## src/logic/xtal_trim_regs.svh

```systemverilog
// Register map, field layout, reset values and widths of the trim block
`ifndef XTAL_TRIM_REGS_SVH
`define XTAL_TRIM_REGS_SVH

// ------------------------------------------------------------
// Widths
// ------------------------------------------------------------
`define XT_AW         5
`define XT_DW         32
`define XT_TRIM_W     11
`define XT_BIN_W      8
`define XT_THERM_W    7
`define XT_CNT_W      16
`define XT_XCNT_W     12
`define XT_IRQ_W      2

// ------------------------------------------------------------
// Register offsets (byte addresses)
// ------------------------------------------------------------
`define XT_OFS_TRIM   5'h00
`define XT_OFS_START  5'h04
`define XT_OFS_TCTRL  5'h08
`define XT_OFS_SNAP   5'h0c
`define XT_OFS_STAT   5'h10
`define XT_OFS_ISTAT  5'h14
`define XT_OFS_IMASK  5'h18
`define XT_OFS_CSEL   5'h1c

// ------------------------------------------------------------
// Field positions
// ------------------------------------------------------------
`define XT_TC_SEL_MSB 1
`define XT_TC_CNT_LSB 4
`define XT_TC_CNT_MSB 15
`define XT_CS_LP_LSB  4
`define XT_CS_LP_MSB  5
`define XT_IRQ_SETTLE 0
`define XT_IRQ_TRIM   1

// ------------------------------------------------------------
// Reset values and fixed codes
// ------------------------------------------------------------
`define XT_TRIM_RST   11'h400
`define XT_START_RST  16'h0100
`define XT_XCNT_RST   12'h100
`define XT_PLL_RATIO  3'h6
`define XT_ONE_RATIO  3'h1

`endif

```

## src/logic/xtal_trim_pkg.sv

```systemverilog
// Types shared by the crystal trim and ready control block
`include "xtal_trim_regs.svh"
package xtal_trim_pkg;

	// Sequencer states, one-hot
	typedef enum logic [3:0] {
		ST_IDLE    = 4'h1,
		ST_STARTUP = 4'h2,
		ST_SETTLE  = 4'h4,
		ST_READY   = 4'h8
	} seq_state_t;

	// System clock sources
	typedef enum logic [2:0] {
		SYS_FAST_RC  = 3'h0,
		SYS_SLOW_RC  = 3'h1,
		SYS_ENH_RC   = 3'h2,
		SYS_SLEEP_XT = 3'h3,
		SYS_MAIN_XT  = 3'h4,
		SYS_PLL      = 3'h5,
		SYS_EXT      = 3'h6
	} sys_src_t;

	// Low power clock sources; code 3 is not a source
	typedef enum logic [1:0] {
		LP_ENH_RC   = 2'h0,
		LP_SLOW_RC  = 2'h1,
		LP_SLEEP_XT = 2'h2
	} lp_src_t;

	// Register port request
	typedef struct packed {
		logic [`XT_AW-1:0] addr;
		logic [`XT_DW-1:0] wdata;
		logic              wr;
		logic              rd;
	} reg_req_t;

	// Control word of one capacitor bank
	typedef struct packed {
		logic [`XT_THERM_W-1:0] therm;
		logic [`XT_BIN_W-1:0]   bin;
	} cap_bank_t;

endpackage

```

## src/logic/main_crystal_osc_trim_and_ready_control.sv

```systemverilog
// Crystal oscillator trim, start-up and settled interrupt control
`timescale 1ns/1ps

// Summary of operation
// - Eleven bit trim, zero is slowest
// - One trim register feeds both banks
// - Low eight bits drive binary caps
// - Top three bits become thermometer code
// - Down-counter from start value, irq at one
// - Counter ticks slow RC or sleep clock
// - Hardware enables oscillator by itself
// - Start-up ends on amplitude or count
// - Trim applied in one step at end
// - Amplitude rise snapshots counter value
// - Done flag, cleared on power-down in modes 00/01 only
// - Divider keeps divided line at sixteen
// - Sleep clock only from three sources
// - System clock from any allowed source
// - Fast RC clocks logic while settling
module main_crystal_osc_trim_and_ready_control
	import xtal_trim_pkg::*;
(
	input  wire logic                   clk,
	input  wire logic                   rst,
	input  wire reg_req_t               req,
	output logic [`XT_DW-1:0]           rdata,
	input  wire logic                   power_up_req,
	input  wire logic                   wake_req,
	input  wire logic                   sys_pd,
	input  wire logic                   osc_amplitude_ok,
	input  wire logic                   slow_rc_osc,
	input  wire logic                   sleep_clk,
	input  wire logic                   main_crystal_osc,
	output logic                        osc_enable,
	output cap_bank_t                   bank_a,
	output cap_bank_t                   bank_b,
	output logic                        osc_settled_irq_line,
	output sys_src_t                    sys_src,
	output lp_src_t                     low_power_clock,
	output logic [2:0]                  divn_ratio,
	output logic                        cpu_on_fast_rc
);

	// ------------------------------------------------------------
	// Declarations
	// ------------------------------------------------------------
	seq_state_t               state;          // Sequencer
	seq_state_t               next_state;
	logic [`XT_TRIM_W-1:0]    crystal_trim_code;
	logic [`XT_CNT_W-1:0]     settle_count_start_reg;
	logic [1:0]               trim_sel;       // Start-up end mode
	logic [`XT_XCNT_W-1:0]    xtal_count_n;   // Crystal cycles
	logic [`XT_CNT_W-1:0]     settle_counter_value;
	logic [`XT_CNT_W-1:0]     settle_count_snapshot;
	logic [`XT_XCNT_W-1:0]    xcnt;           // Crystal edge count
	logic                     trim_done_flag;
	logic [`XT_IRQ_W-1:0]     irq_stat;       // Sticky events
	logic [`XT_IRQ_W-1:0]     irq_mask;
	logic                     from_wake;      // Sleep clock counts
	cap_bank_t                bank;           // Single bank source
	logic                     slow_q;         // Edge history
	logic                     sleep_q;
	logic                     xtal_q;
	logic                     ok_q;
	sys_src_t                 sys_sel;        // Software choice

	// ------------------------------------------------------------
	// Decoding
	// ------------------------------------------------------------
	// Thermometer decode of the top trim bits
	function automatic logic [`XT_THERM_W-1:0] therm_dec(
		input logic [2:0] v
	);
		logic [`XT_THERM_W-1:0] t;
		t = '0;
		t[0] = 1'b1;
		for (int i = 1; i < `XT_THERM_W; i++) begin
			t[i] = (v > 3'(i));
		end
		return t;
	endfunction

	// Address match, used for writes; reads decode req.addr in a case
	function automatic logic hit(
		input logic [`XT_AW-1:0] a,
		input logic [`XT_AW-1:0] ofs
	);
		return a == ofs;
	endfunction

	wire wr_trim  = req.wr && hit(req.addr, `XT_OFS_TRIM);
	wire wr_start = req.wr && hit(req.addr, `XT_OFS_START);
	wire wr_tctrl = req.wr && hit(req.addr, `XT_OFS_TCTRL);
	wire wr_istat = req.wr && hit(req.addr, `XT_OFS_ISTAT);
	wire wr_imask = req.wr && hit(req.addr, `XT_OFS_IMASK);
	wire wr_csel  = req.wr && hit(req.addr, `XT_OFS_CSEL);

	// Clock-select write fields; illegal codes are dropped
	wire [2:0] csel_sys = req.wdata[2:0];
	wire [1:0] csel_lp  = req.wdata[`XT_CS_LP_MSB:`XT_CS_LP_LSB];
	wire       lp_ok    = csel_lp != 2'h3;
	wire       sys_ok   = csel_sys != 3'h7;

	// Tick edges of the slow inputs; sampled as synchronous
	wire slow_tick  = slow_rc_osc && !slow_q;
	wire sleep_tick = sleep_clk && !sleep_q;
	wire xtal_tick  = main_crystal_osc && !xtal_q;
	wire ok_rise    = osc_amplitude_ok && !ok_q;

	// counter clock choice by start kind
	wire cnt_tick   = from_wake ? sleep_tick : slow_tick;

	wire starting   = (state == ST_IDLE) && (power_up_req || wake_req);
	wire counting   = (state == ST_STARTUP) || (state == ST_SETTLE);
	// fires when the counter is down to one
	wire settle_hit = counting && (settle_counter_value <= 16'h0001);

	// end of start-up by amplitude or count
	wire digital_end = trim_sel[0] ? (xcnt >= xtal_count_n)
	                               : osc_amplitude_ok;
	wire startup_end = (state == ST_STARTUP) &&
	                   (digital_end || settle_hit);

	// power-down clears done only in 00/01
	wire done_clr   = sys_pd && !trim_sel[1];

	wire [`XT_IRQ_W-1:0] irq_set = {startup_end, settle_hit};
	wire [`XT_IRQ_W-1:0] irq_clr = wr_istat ?
	                               req.wdata[`XT_IRQ_W-1:0] : '0;

	// divider to keep the divided line at 16 MHz
	wire [2:0] next_ratio = (sys_src == SYS_PLL) ? `XT_PLL_RATIO
	                                            : `XT_ONE_RATIO;

	// fast RC stands in while the crystal settles
	wire fast_rc_hold = (state != ST_READY) && (state != ST_IDLE ||
	                   starting);

	// ------------------------------------------------------------
	// Sequencer
	// ------------------------------------------------------------
	// Next state of the start-up sequence
	always_comb begin
		next_state = state;
		case (state)
			ST_IDLE: begin
				if (starting)
					next_state = ST_STARTUP;
			end
			ST_STARTUP: begin
				if (settle_hit)
					next_state = ST_READY;
				else if (startup_end)
					next_state = ST_SETTLE;
			end
			ST_SETTLE: begin
				if (settle_hit)
					next_state = ST_READY;
			end
			ST_READY: begin
				next_state = ST_READY;
			end
			default: begin
				next_state = ST_IDLE;
			end
		endcase
		// Power-down of the system domain stops everything
		if (sys_pd)
			next_state = ST_IDLE;
	end

	// State register
	always_ff @(posedge clk or posedge rst) begin
		if (rst)
			state <= ST_IDLE;
		else
			state <= next_state;
	end

	// Oscillator enable follows the sequence
	always_ff @(posedge clk or posedge rst) begin
		if (rst)
			osc_enable <= 1'b0;
		else if (sys_pd)
			osc_enable <= 1'b0;
		else if (starting)
			osc_enable <= 1'b1;
	end

	// Remember whether this start is a wake-up
	always_ff @(posedge clk or posedge rst) begin
		if (rst)
			from_wake <= 1'b0;
		else if (starting)
			from_wake <= wake_req && !power_up_req;
	end

	// ------------------------------------------------------------
	// Counters
	// ------------------------------------------------------------
	// Settled down-counter; holds at one until the next start
	always_ff @(posedge clk or posedge rst) begin
		if (rst)
			settle_counter_value <= '0;
		else if (starting)
			settle_counter_value <= settle_count_start_reg;
		else if (counting && cnt_tick && !settle_hit)
			settle_counter_value <= settle_counter_value - 16'h0001;
	end

	// Crystal cycle counter for the digital start-up end
	always_ff @(posedge clk or posedge rst) begin
		if (rst)
			xcnt <= '0;
		else if (starting)
			xcnt <= '0;
		// count crystal edges while starting up
		else if (state == ST_STARTUP && xtal_tick && !(&xcnt))
			xcnt <= xcnt + 12'h001;
	end

	// Edge history of the sampled inputs
	always_ff @(posedge clk or posedge rst) begin
		if (rst) begin
			slow_q  <= 1'b0;
			sleep_q <= 1'b0;
			xtal_q  <= 1'b0;
			ok_q    <= 1'b0;
		end else begin
			slow_q  <= slow_rc_osc;
			sleep_q <= sleep_clk;
			xtal_q  <= main_crystal_osc;
			ok_q    <= osc_amplitude_ok;
		end
	end

	// Snapshot only on amplitude rise or reset, never by software
	always_ff @(posedge clk or posedge rst) begin
		if (rst)
			settle_count_snapshot <= '0;
		else if (ok_rise)
			settle_count_snapshot <= settle_counter_value;
	end

	// ------------------------------------------------------------
	// Trim application
	// ------------------------------------------------------------
	// Banks change once, at the end of start-up
	always_ff @(posedge clk or posedge rst) begin
		if (rst) begin
			bank <= '0;
		// single step apply in both modes
		end else if (startup_end) begin
			bank.bin   <= crystal_trim_code[`XT_BIN_W-1:0];
			// thermometer part from the top bits
			bank.therm <= therm_dec(crystal_trim_code[10:8]);
		end
	end

	// both banks come from the same register
	assign bank_a = bank;
	assign bank_b = bank;

	// Done flag; set wins over a coincident clear
	always_ff @(posedge clk or posedge rst) begin
		if (rst)
			trim_done_flag <= 1'b0;
		// set on apply, clear on power-down in modes 00/01
		else if (startup_end)
			trim_done_flag <= 1'b1;
		else if (done_clr)
			trim_done_flag <= 1'b0;
	end

	// ------------------------------------------------------------
	// Register file
	// ------------------------------------------------------------
	// Software writable control registers
	always_ff @(posedge clk or posedge rst) begin
		if (rst) begin
			crystal_trim_code      <= `XT_TRIM_RST;
			settle_count_start_reg <= `XT_START_RST;
			trim_sel               <= '0;
			xtal_count_n           <= `XT_XCNT_RST;
			irq_mask               <= '0;
		end else begin
			if (wr_trim)
				crystal_trim_code <= req.wdata[`XT_TRIM_W-1:0];
			if (wr_start)
				settle_count_start_reg <= req.wdata[`XT_CNT_W-1:0];
			if (wr_tctrl) begin
				trim_sel     <= req.wdata[`XT_TC_SEL_MSB:0];
				xtal_count_n <=
					req.wdata[`XT_TC_CNT_MSB:`XT_TC_CNT_LSB];
			end
			if (wr_imask)
				irq_mask <= req.wdata[`XT_IRQ_W-1:0];
		end
	end

	// Clock source selection
	always_ff @(posedge clk or posedge rst) begin
		if (rst) begin
			sys_sel         <= SYS_FAST_RC;
			low_power_clock <= LP_SLOW_RC;
		end else if (wr_csel) begin
			if (sys_ok)
				sys_sel <= sys_src_t'(csel_sys);
			if (lp_ok)
				low_power_clock <= lp_src_t'(csel_lp);
		end
	end

	// Effective source and divider, registered
	always_ff @(posedge clk or posedge rst) begin
		if (rst) begin
			sys_src        <= SYS_FAST_RC;
			cpu_on_fast_rc <= 1'b1;
			divn_ratio     <= `XT_ONE_RATIO;
		end else begin
			// fast RC during power-up or wake
			cpu_on_fast_rc <= fast_rc_hold;
			sys_src        <= fast_rc_hold ? SYS_FAST_RC : sys_sel;
			divn_ratio     <= next_ratio;
		end
	end

	// Sticky events, write one to clear, set wins
	always_ff @(posedge clk or posedge rst) begin
		if (rst)
			irq_stat <= '0;
		else
			irq_stat <= (irq_stat & ~irq_clr) | irq_set;
	end

	// Level interrupt, high while an unmasked bit is set
	always_ff @(posedge clk or posedge rst) begin
		if (rst)
			osc_settled_irq_line <= 1'b0;
		else
			osc_settled_irq_line <=
				|(((irq_stat & ~irq_clr) | irq_set) & irq_mask);
	end

	// Read data one cycle after the strobe; unmapped reads zero
	always_ff @(posedge clk or posedge rst) begin
		if (rst)
			rdata <= '0;
		else if (req.rd) begin
			case (req.addr)
				`XT_OFS_TRIM:  rdata <= 32'(crystal_trim_code);
				`XT_OFS_START: rdata <= 32'(settle_count_start_reg);
				`XT_OFS_TCTRL: rdata <= 32'({xtal_count_n, 2'b00,
				                             trim_sel});
				`XT_OFS_SNAP:  rdata <= 32'(settle_count_snapshot);
				`XT_OFS_STAT:  rdata <= {settle_counter_value,
				                         8'h00, state, 3'b000,
				                         trim_done_flag};
				`XT_OFS_ISTAT: rdata <= 32'(irq_stat);
				`XT_OFS_IMASK: rdata <= 32'(irq_mask);
				`XT_OFS_CSEL:  rdata <= 32'({low_power_clock,
				                             1'b0, sys_sel});
				default:       rdata <= '0;
			endcase
		end else
			rdata <= '0;
	end
endmodule

```

## config.mk

```make
export PLATFORM = sky130hd
export DESIGN_NAME = main_crystal_osc_trim_and_ready_control
export DESIGN_NICKNAME = d
export VERILOG_FILES = /design/src/logic/xtal_trim_pkg.sv /design/src/logic/main_crystal_osc_trim_and_ready_control.sv
export VERILOG_INCLUDE_DIRS = /design/src /design/src/logic
export SDC_FILE = /design/constraint.sdc
export NUM_CORES = 1
export LEC_CHECK = 0
export ABC_AREA = 0
export BUFFER_PORTS_ARGS = -buffer_cell sky130_fd_sc_hd__buf_4
export CORE_MARGIN = 4
export CORE_UTILIZATION = 35
export DETAILED_ROUTE_END_ITERATION = 10
export HOLD_SLACK_MARGIN = 0.03
export PLACE_DENSITY = 0.54
export SYNTH_ARGS = -nofsm -noshare
export SYNTH_HDL_FRONTEND = slang
export SYNTH_SLANG_ARGS = --single-unit
```

## constraint.sdc

```tcl
create_clock -name clk -period 12.5 [get_ports clk]
set_input_delay 2.5 -clock clk [delete_from_list [all_inputs] [get_ports clk]]
set_output_delay 2.5 -clock clk [all_outputs]
set_load 0.02 [all_outputs]
```

Word level (Yosys, flattened, before mapping)
Cells that the tools add are included.
{ "classes": {"addsub": 2, "reduce_logical": 42, "n_eq_ne": 19, "n_bitwise": 4, "order_cmp": 8, "muxes": 21} }
{ "op_table": {"columns": ["cell", "count"], "rows": [
  ["32-bit one-hot mux with 8 select lines", 1],
  ["16-bit 2-to-1 mux", 2],
  ["32-bit 2-to-1 mux", 1],
  ["12-bit 2-to-1 mux", 2],
  ["5-bit == test (second input constant)", 4],
  ["1-bit logical AND", 20],
  ["4-bit 2-to-1 mux", 5],
  ["16-bit by 1-bit <= comparator with 1-bit output (second input constant)", 1],
  ["4-bit one-hot mux with 4 select lines", 1],
  ["16-bit by 1-bit subtractor with 16-bit output (second input constant)", 1],
  ["12-bit by 1-bit adder with 12-bit output (second input constant)", 1],
  ["12-bit greater-or-equal comparator", 1],
  ["12-bit AND reduction", 1],
  ["5-bit by 4-bit == test with 1-bit output (second input constant)", 2],
  ["3-bit > comparator (second input constant)", 3],
  ["3-bit inequality test (second input constant)", 3],
  ["1-bit zero test", 8],
  ["4-bit inequality test (second input constant)", 2],
  ["2-bit nonzero test", 4],
  ["3-bit by 2-bit > comparator with 1-bit output (second input constant)", 2],
  ["1-bit 2-to-1 mux", 6],
  ["3-bit 2-to-1 mux", 2],
  ["5-bit by 3-bit == test with 1-bit output (second input constant)", 1],
  ["5-bit zero test", 1],
  ["16 further kinds", 21]
]} }
{ "totals": {"in_bits": 48, "ff_bits": 160, "elab_cells": 122} }

Depth between registers and ports, before layout
{ "logic_depth": {"depth_word": 9, "mapped_depth": 8} }

Least setup slack after synthesis
No wires, ideal clock.
{ "synth_timing": {"path_type": "in2reg", "from": "in req[38] (netlist name)", "to": "reg settle_count_start_reg[0]", "setup_time_ns": 0.125, "slack_ns": 8.444, "arrival_time_ns": 3.931, "path_stages": 6, "t_required_ns": 12.375, "cell_sequence": "nor4_1 -> and2_1 -> clkbuf_1 -> nand2_1 -> clkbuf_1 -> mux2_2"} }
{ "synth_via": {"elab_chain_cells": 2} }
{ "synth_lines": {"columns": ["item", "line_no", "source"], "rows": [
  ["start: declaration", "main_crystal_osc_trim_and_ready_control.sv:25", "input wire reg_req_t req,"],
  ["5-bit by 3-bit == test with 1-bit output", "main_crystal_osc_trim_and_ready_control.sv:88", "return a == ofs;"],
  ["1-bit logical AND", "main_crystal_osc_trim_and_ready_control.sv:92", "wire wr_start = req.wr && hit(req.addr, `XT_OFS_START);"],
  ["end signal: assignment", "main_crystal_osc_trim_and_ready_control.sv:282", "settle_count_start_reg <= `XT_START_RST;"],
  ["end signal: assignment", "main_crystal_osc_trim_and_ready_control.sv:290", "settle_count_start_reg <= req.wdata[`XT_CNT_W-1:0];"],
  ["end: declaration", "main_crystal_osc_trim_and_ready_control.sv:50", "logic [`XT_CNT_W-1:0] settle_count_start_reg;"]
]} }
No other way between the ends.
A chain may end at the register's enable or synchronous reset.

Final worst setup path
{ "layout_timing": {"from": "in req[35] (netlist name)", "to": "reg rdata[4]"} }
{ "layout_via": {"elab_chain_cells": 3, "elab_cells_between_ends": 10, "classes_between": "eq/ne: 7; mux: 2; reduce/logical: 1"} }
{ "layout_lines": {"columns": ["item", "line_no", "source"], "rows": [
  ["5-bit == test (tied with other cells)", "main_crystal_osc_trim_and_ready_control.sv:350", "case (req.addr)"],
  ["32-bit one-hot mux with 8 select lines (*)", "main_crystal_osc_trim_and_ready_control.sv:350", null],
  ["32-bit 2-to-1 mux (*)", "main_crystal_osc_trim_and_ready_control.sv:349", "else if (req.rd) begin"],
  ["end signal: assignment", "main_crystal_osc_trim_and_ready_control.sv:351", "`XT_OFS_TRIM: rdata <= 32'(crystal_trim_code);"],
  ["end signal: assignment", "main_crystal_osc_trim_and_ready_control.sv:352", "`XT_OFS_START: rdata <= 32'(settle_count_start_reg);"],
  ["end signal: assignment", "main_crystal_osc_trim_and_ready_control.sv:353", "`XT_OFS_TCTRL: rdata <= 32'({xtal_count_n, 2'b00,"],
  ["end: declaration", "main_crystal_osc_trim_and_ready_control.sv:26", "output logic [`XT_DW-1:0] rdata,"]
]} }
Mark *: on every way between the ends. The rest lies on a longest branch, timed or not.

==> results.md <==
* Net count reported at finish at 805
* P_int at 1110 uW
* Sequential share of power at 43.6%
* Total negative slack at 0 ns
* Endpoints failing setup at 0
* CP Max Fanout at 21
* DRC at 0
* Routed length per placed instance at 19.43 um
* Die Ht at 154.1 um
* Hold Path Depth at 2
* Core box area at 21020 um^2
* Setup ws final at 7.976 ns
* Register area share after synthesis at 53.35%
* Number of placement rows at 53
* Worst reg-to-reg path cell count at 7
* Maximum clock insertion buffer count at 2
* Post-synth EDFFs at 0
* Period utilization at 36.19%
* Drt via density at 5.412
* Syn_nets at 728
* Yosys warns at 0
* Yosys top cell by area: dfrtp_1
* Post-cts resize count at 0
* Synth Register Bits at 159
* Root buf cell: clkbuf_16
* Gr usage total at 17.34%
* Share of cells above drive strength 1 at 30.60%
* Synth cell count leaders: dfrtp_1 (152), mux2_2 (59), nor2_1 (52)
* Area growth syn-to-layout at 20.59%
* Post-DP HPWL at 14.40 mm
* Worst-Skew Late Latency at 0.43 ns
* Pwr Density at 180.2 nW/um^2
* Final WL at 20.01 mm
* Max Cap Viol at 0
* Minimum clock period at 4.524 ns
* IO Pins at 121
* Remaining antenna violation count at 0
* TritonRoute pass-1 iters at 6
* Die area at 23760 um^2
* Clock network power share at 34.5%
* Iteration-0 DRC Markers at 397
* First-pass GRT wire length at 32.44 mm
* Status: finished, final reports clean
* Fin. max-slew vios at 0
* Synthesized instance count at 665
* Final hold vios at 0
* Post-CTS setup buffer count at 0
* CTS tree: done
* Slew @ Worst Pin at 1.264 ns
* Crit path capture type: flop
* RSZ-0062 raised after global routing: false
* Die width at 154.1 um
* Number of port buffers at 104
* Peak VDD IR at 0.1112 mV
* Count leader, synth: dfrtp_1
* Reg clk slew, reported paths at 0.07 ns
* Yosys top cell area share at 50.89%
* Initial antenna violation count at 0
* Num CTS Buffers at 17
* Post-Syn Area at 7475 um^2
* Largest net degree at the start of global routing at 83
* Vias in the first global route at 5797
* Ys async rst share at 100.0%
* Combinational share of power at 22.0%
* Starting Density at 35.56%
* Max reg flops at 32
* Relative slew slack at 15.45%
* WP data arrival at 4.84 ns
* Startpoint Class: input pin
* Mean post-synth cell area at 11.24 um^2
* Hold buffers post-CTS at 0
* FMAX at 0.2211 GHz
* Synth cell types at 73
* Pre-CTS setup slack at 7.598 ns
* Critical Path RT at 12.82 ns
* Most used DFF post-synth: dfrtp_1
* Switching part of the total power at 31.64%
* Global route overflow at 0
* Worst Clk Skew at 0.008375 ns
* Leak Pwr at 0.004231 uW
* H-tree depth at 4
* CTS sink cnt at 159
* Ant. Diodes at 0
* Detailed-route via count at 5574
* RePlAce Congestion at 0.8371
* Largest Register: rdata
* Worst setup path category: in2reg
* Hold WC Path Type: reg2reg
* Top cells by area, synth: dfrtp_1 (51%), mux2_2 (8.9%), nor2_1 (2.6%)
* Sw power at 513.9 uW
-- critical path, stage by stage --
cell and delay [ns]:
buf_4 0.13, or4b_2 0.73, nor2_1 0.98, a22oi_1 0.23, a31oi_1 0.27
-- power groups by stage --
stage | sequential, uW | combinational (uW) | clock, uW
after floorplan | 705 | 238 | 0
after global placement | 712 | 353 | 0
after detailed placement | 716 | 360 | 0
after CTS | 707 | 362 | 575
after global routing | 721 | 391 | 593
final | 707 | 357 | 560
-- final timing paths --
| path | to | slack [ns] | start |
|---|---|---|---|
| max reg2reg | bank_a[7] | 9.64 | xcnt[0] |
| min reg2reg | settle_count_snapshot[2] | 0.48 | settle_count_snapshot[2] |
| max in group asynchronous | settle_count_start_reg[6] | 8.80 | rst |
| min in group asynchronous | rdata[18] | 2.19 | rst |
| max | rdata[4] | 7.98 | req[35] |
| min | settle_count_snapshot[2] | 0.48 | settle_count_snapshot[2] |
-- placed cells by master (no fill, tap or decap), drive strengths merged, types with 4 or more instances in the layout --
| cell | synthesis | routed |
|---|---|---|
| o22a | 6 | 6 |
| o311ai | 4 | 4 |
| dfrtp | 152 | 152 |
| o21ai | 15 | 15 |
| or4 | 4 | 4 |
| clkbuf | 23 | 18 |
| buf | 29 | 110 |
| nand2 | 47 | 47 |
| nor4b | 4 | 4 |
| or2 | 5 | 5 |
| and2 | 6 | 6 |
| bufinv | 0 | 4 |
| nand3 | 11 | 11 |
| nor4 | 10 | 10 |
| and3 | 24 | 24 |
| a21oi | 25 | 25 |
| nor3 | 10 | 10 |
| inv | 31 | 36 |
| a221oi | 5 | 5 |
| nand4 | 7 | 7 |
| a22o | 8 | 8 |
| mux2 | 65 | 65 |
| o31ai | 4 | 4 |
| mux2i | 9 | 9 |
| a22oi | 14 | 14 |
| nor2 | 56 | 56 |
| a31oi | 6 | 6 |
| ha | 15 | 15 |
| a222oi | 5 | 5 |
| a211o | 6 | 6 |
| xnor2 | 8 | 8 |
| a221o | 4 | 4 |
| dfstp | 7 | 7 |
-- final cells by class --
cell class	count	area (um^2)
clock inverters	14	205.2
inverters	31	121.4
repair buffers	110	825.8
multi-input cells	423	3100
flip-flops and latches	159	3988
fillers	1988	12010
well taps	275	344.1
clock buffers	18	429.2
-- cell families after synthesis --
family	synth area share [%]
XOR/XNOR	1.172
multiplexers	11.30
AO/OA/AOI/OAI	12.12
buffers and inverters	5.340
adder cells (fa/ha/maj)	2.511
AND/OR/NAND/NOR	14.21
flip-flops	53.35
-- metal layers --
metal | wire [um] | up-vias | track usage, % | share of wire [%]
met3 | 1378 | 36 | 3.884 | 6.9
met2 | 9576 | 227 | 27.62 | 48
met1 | 8532 | 2764 | 22.80 | 43
met5 | 0 | - | 0 | 0
met4 | 524 | 0 | 7.401 | 2.6
li1 | - | 2547 | - | -
-- through the flow --
| stage | hold WS, ns | util, % | cells | total power [uW] | area [um^2] |
|---|---|---|---|---|---|
| after CTS | 0.4841 | 42.88 | 1030 | 1644 | 9014 |
| final | 0.4789 | 42.88 | 1030 | 1624 | 9014 |
| after detailed placement | 0.4708 | 39.86 | 998 | 1076 | 8379 |
| after floorplan | 0.4488 | - | 665 | 943.5 | 7475 |
| after global placement | 0.4668 | 39.86 | 998 | 1066 | 8379 |
| after global routing | 0.4952 | 42.88 | 1030 | 1706 | 9014 |
Note: power is estimated with default switching activity, not from simulation.
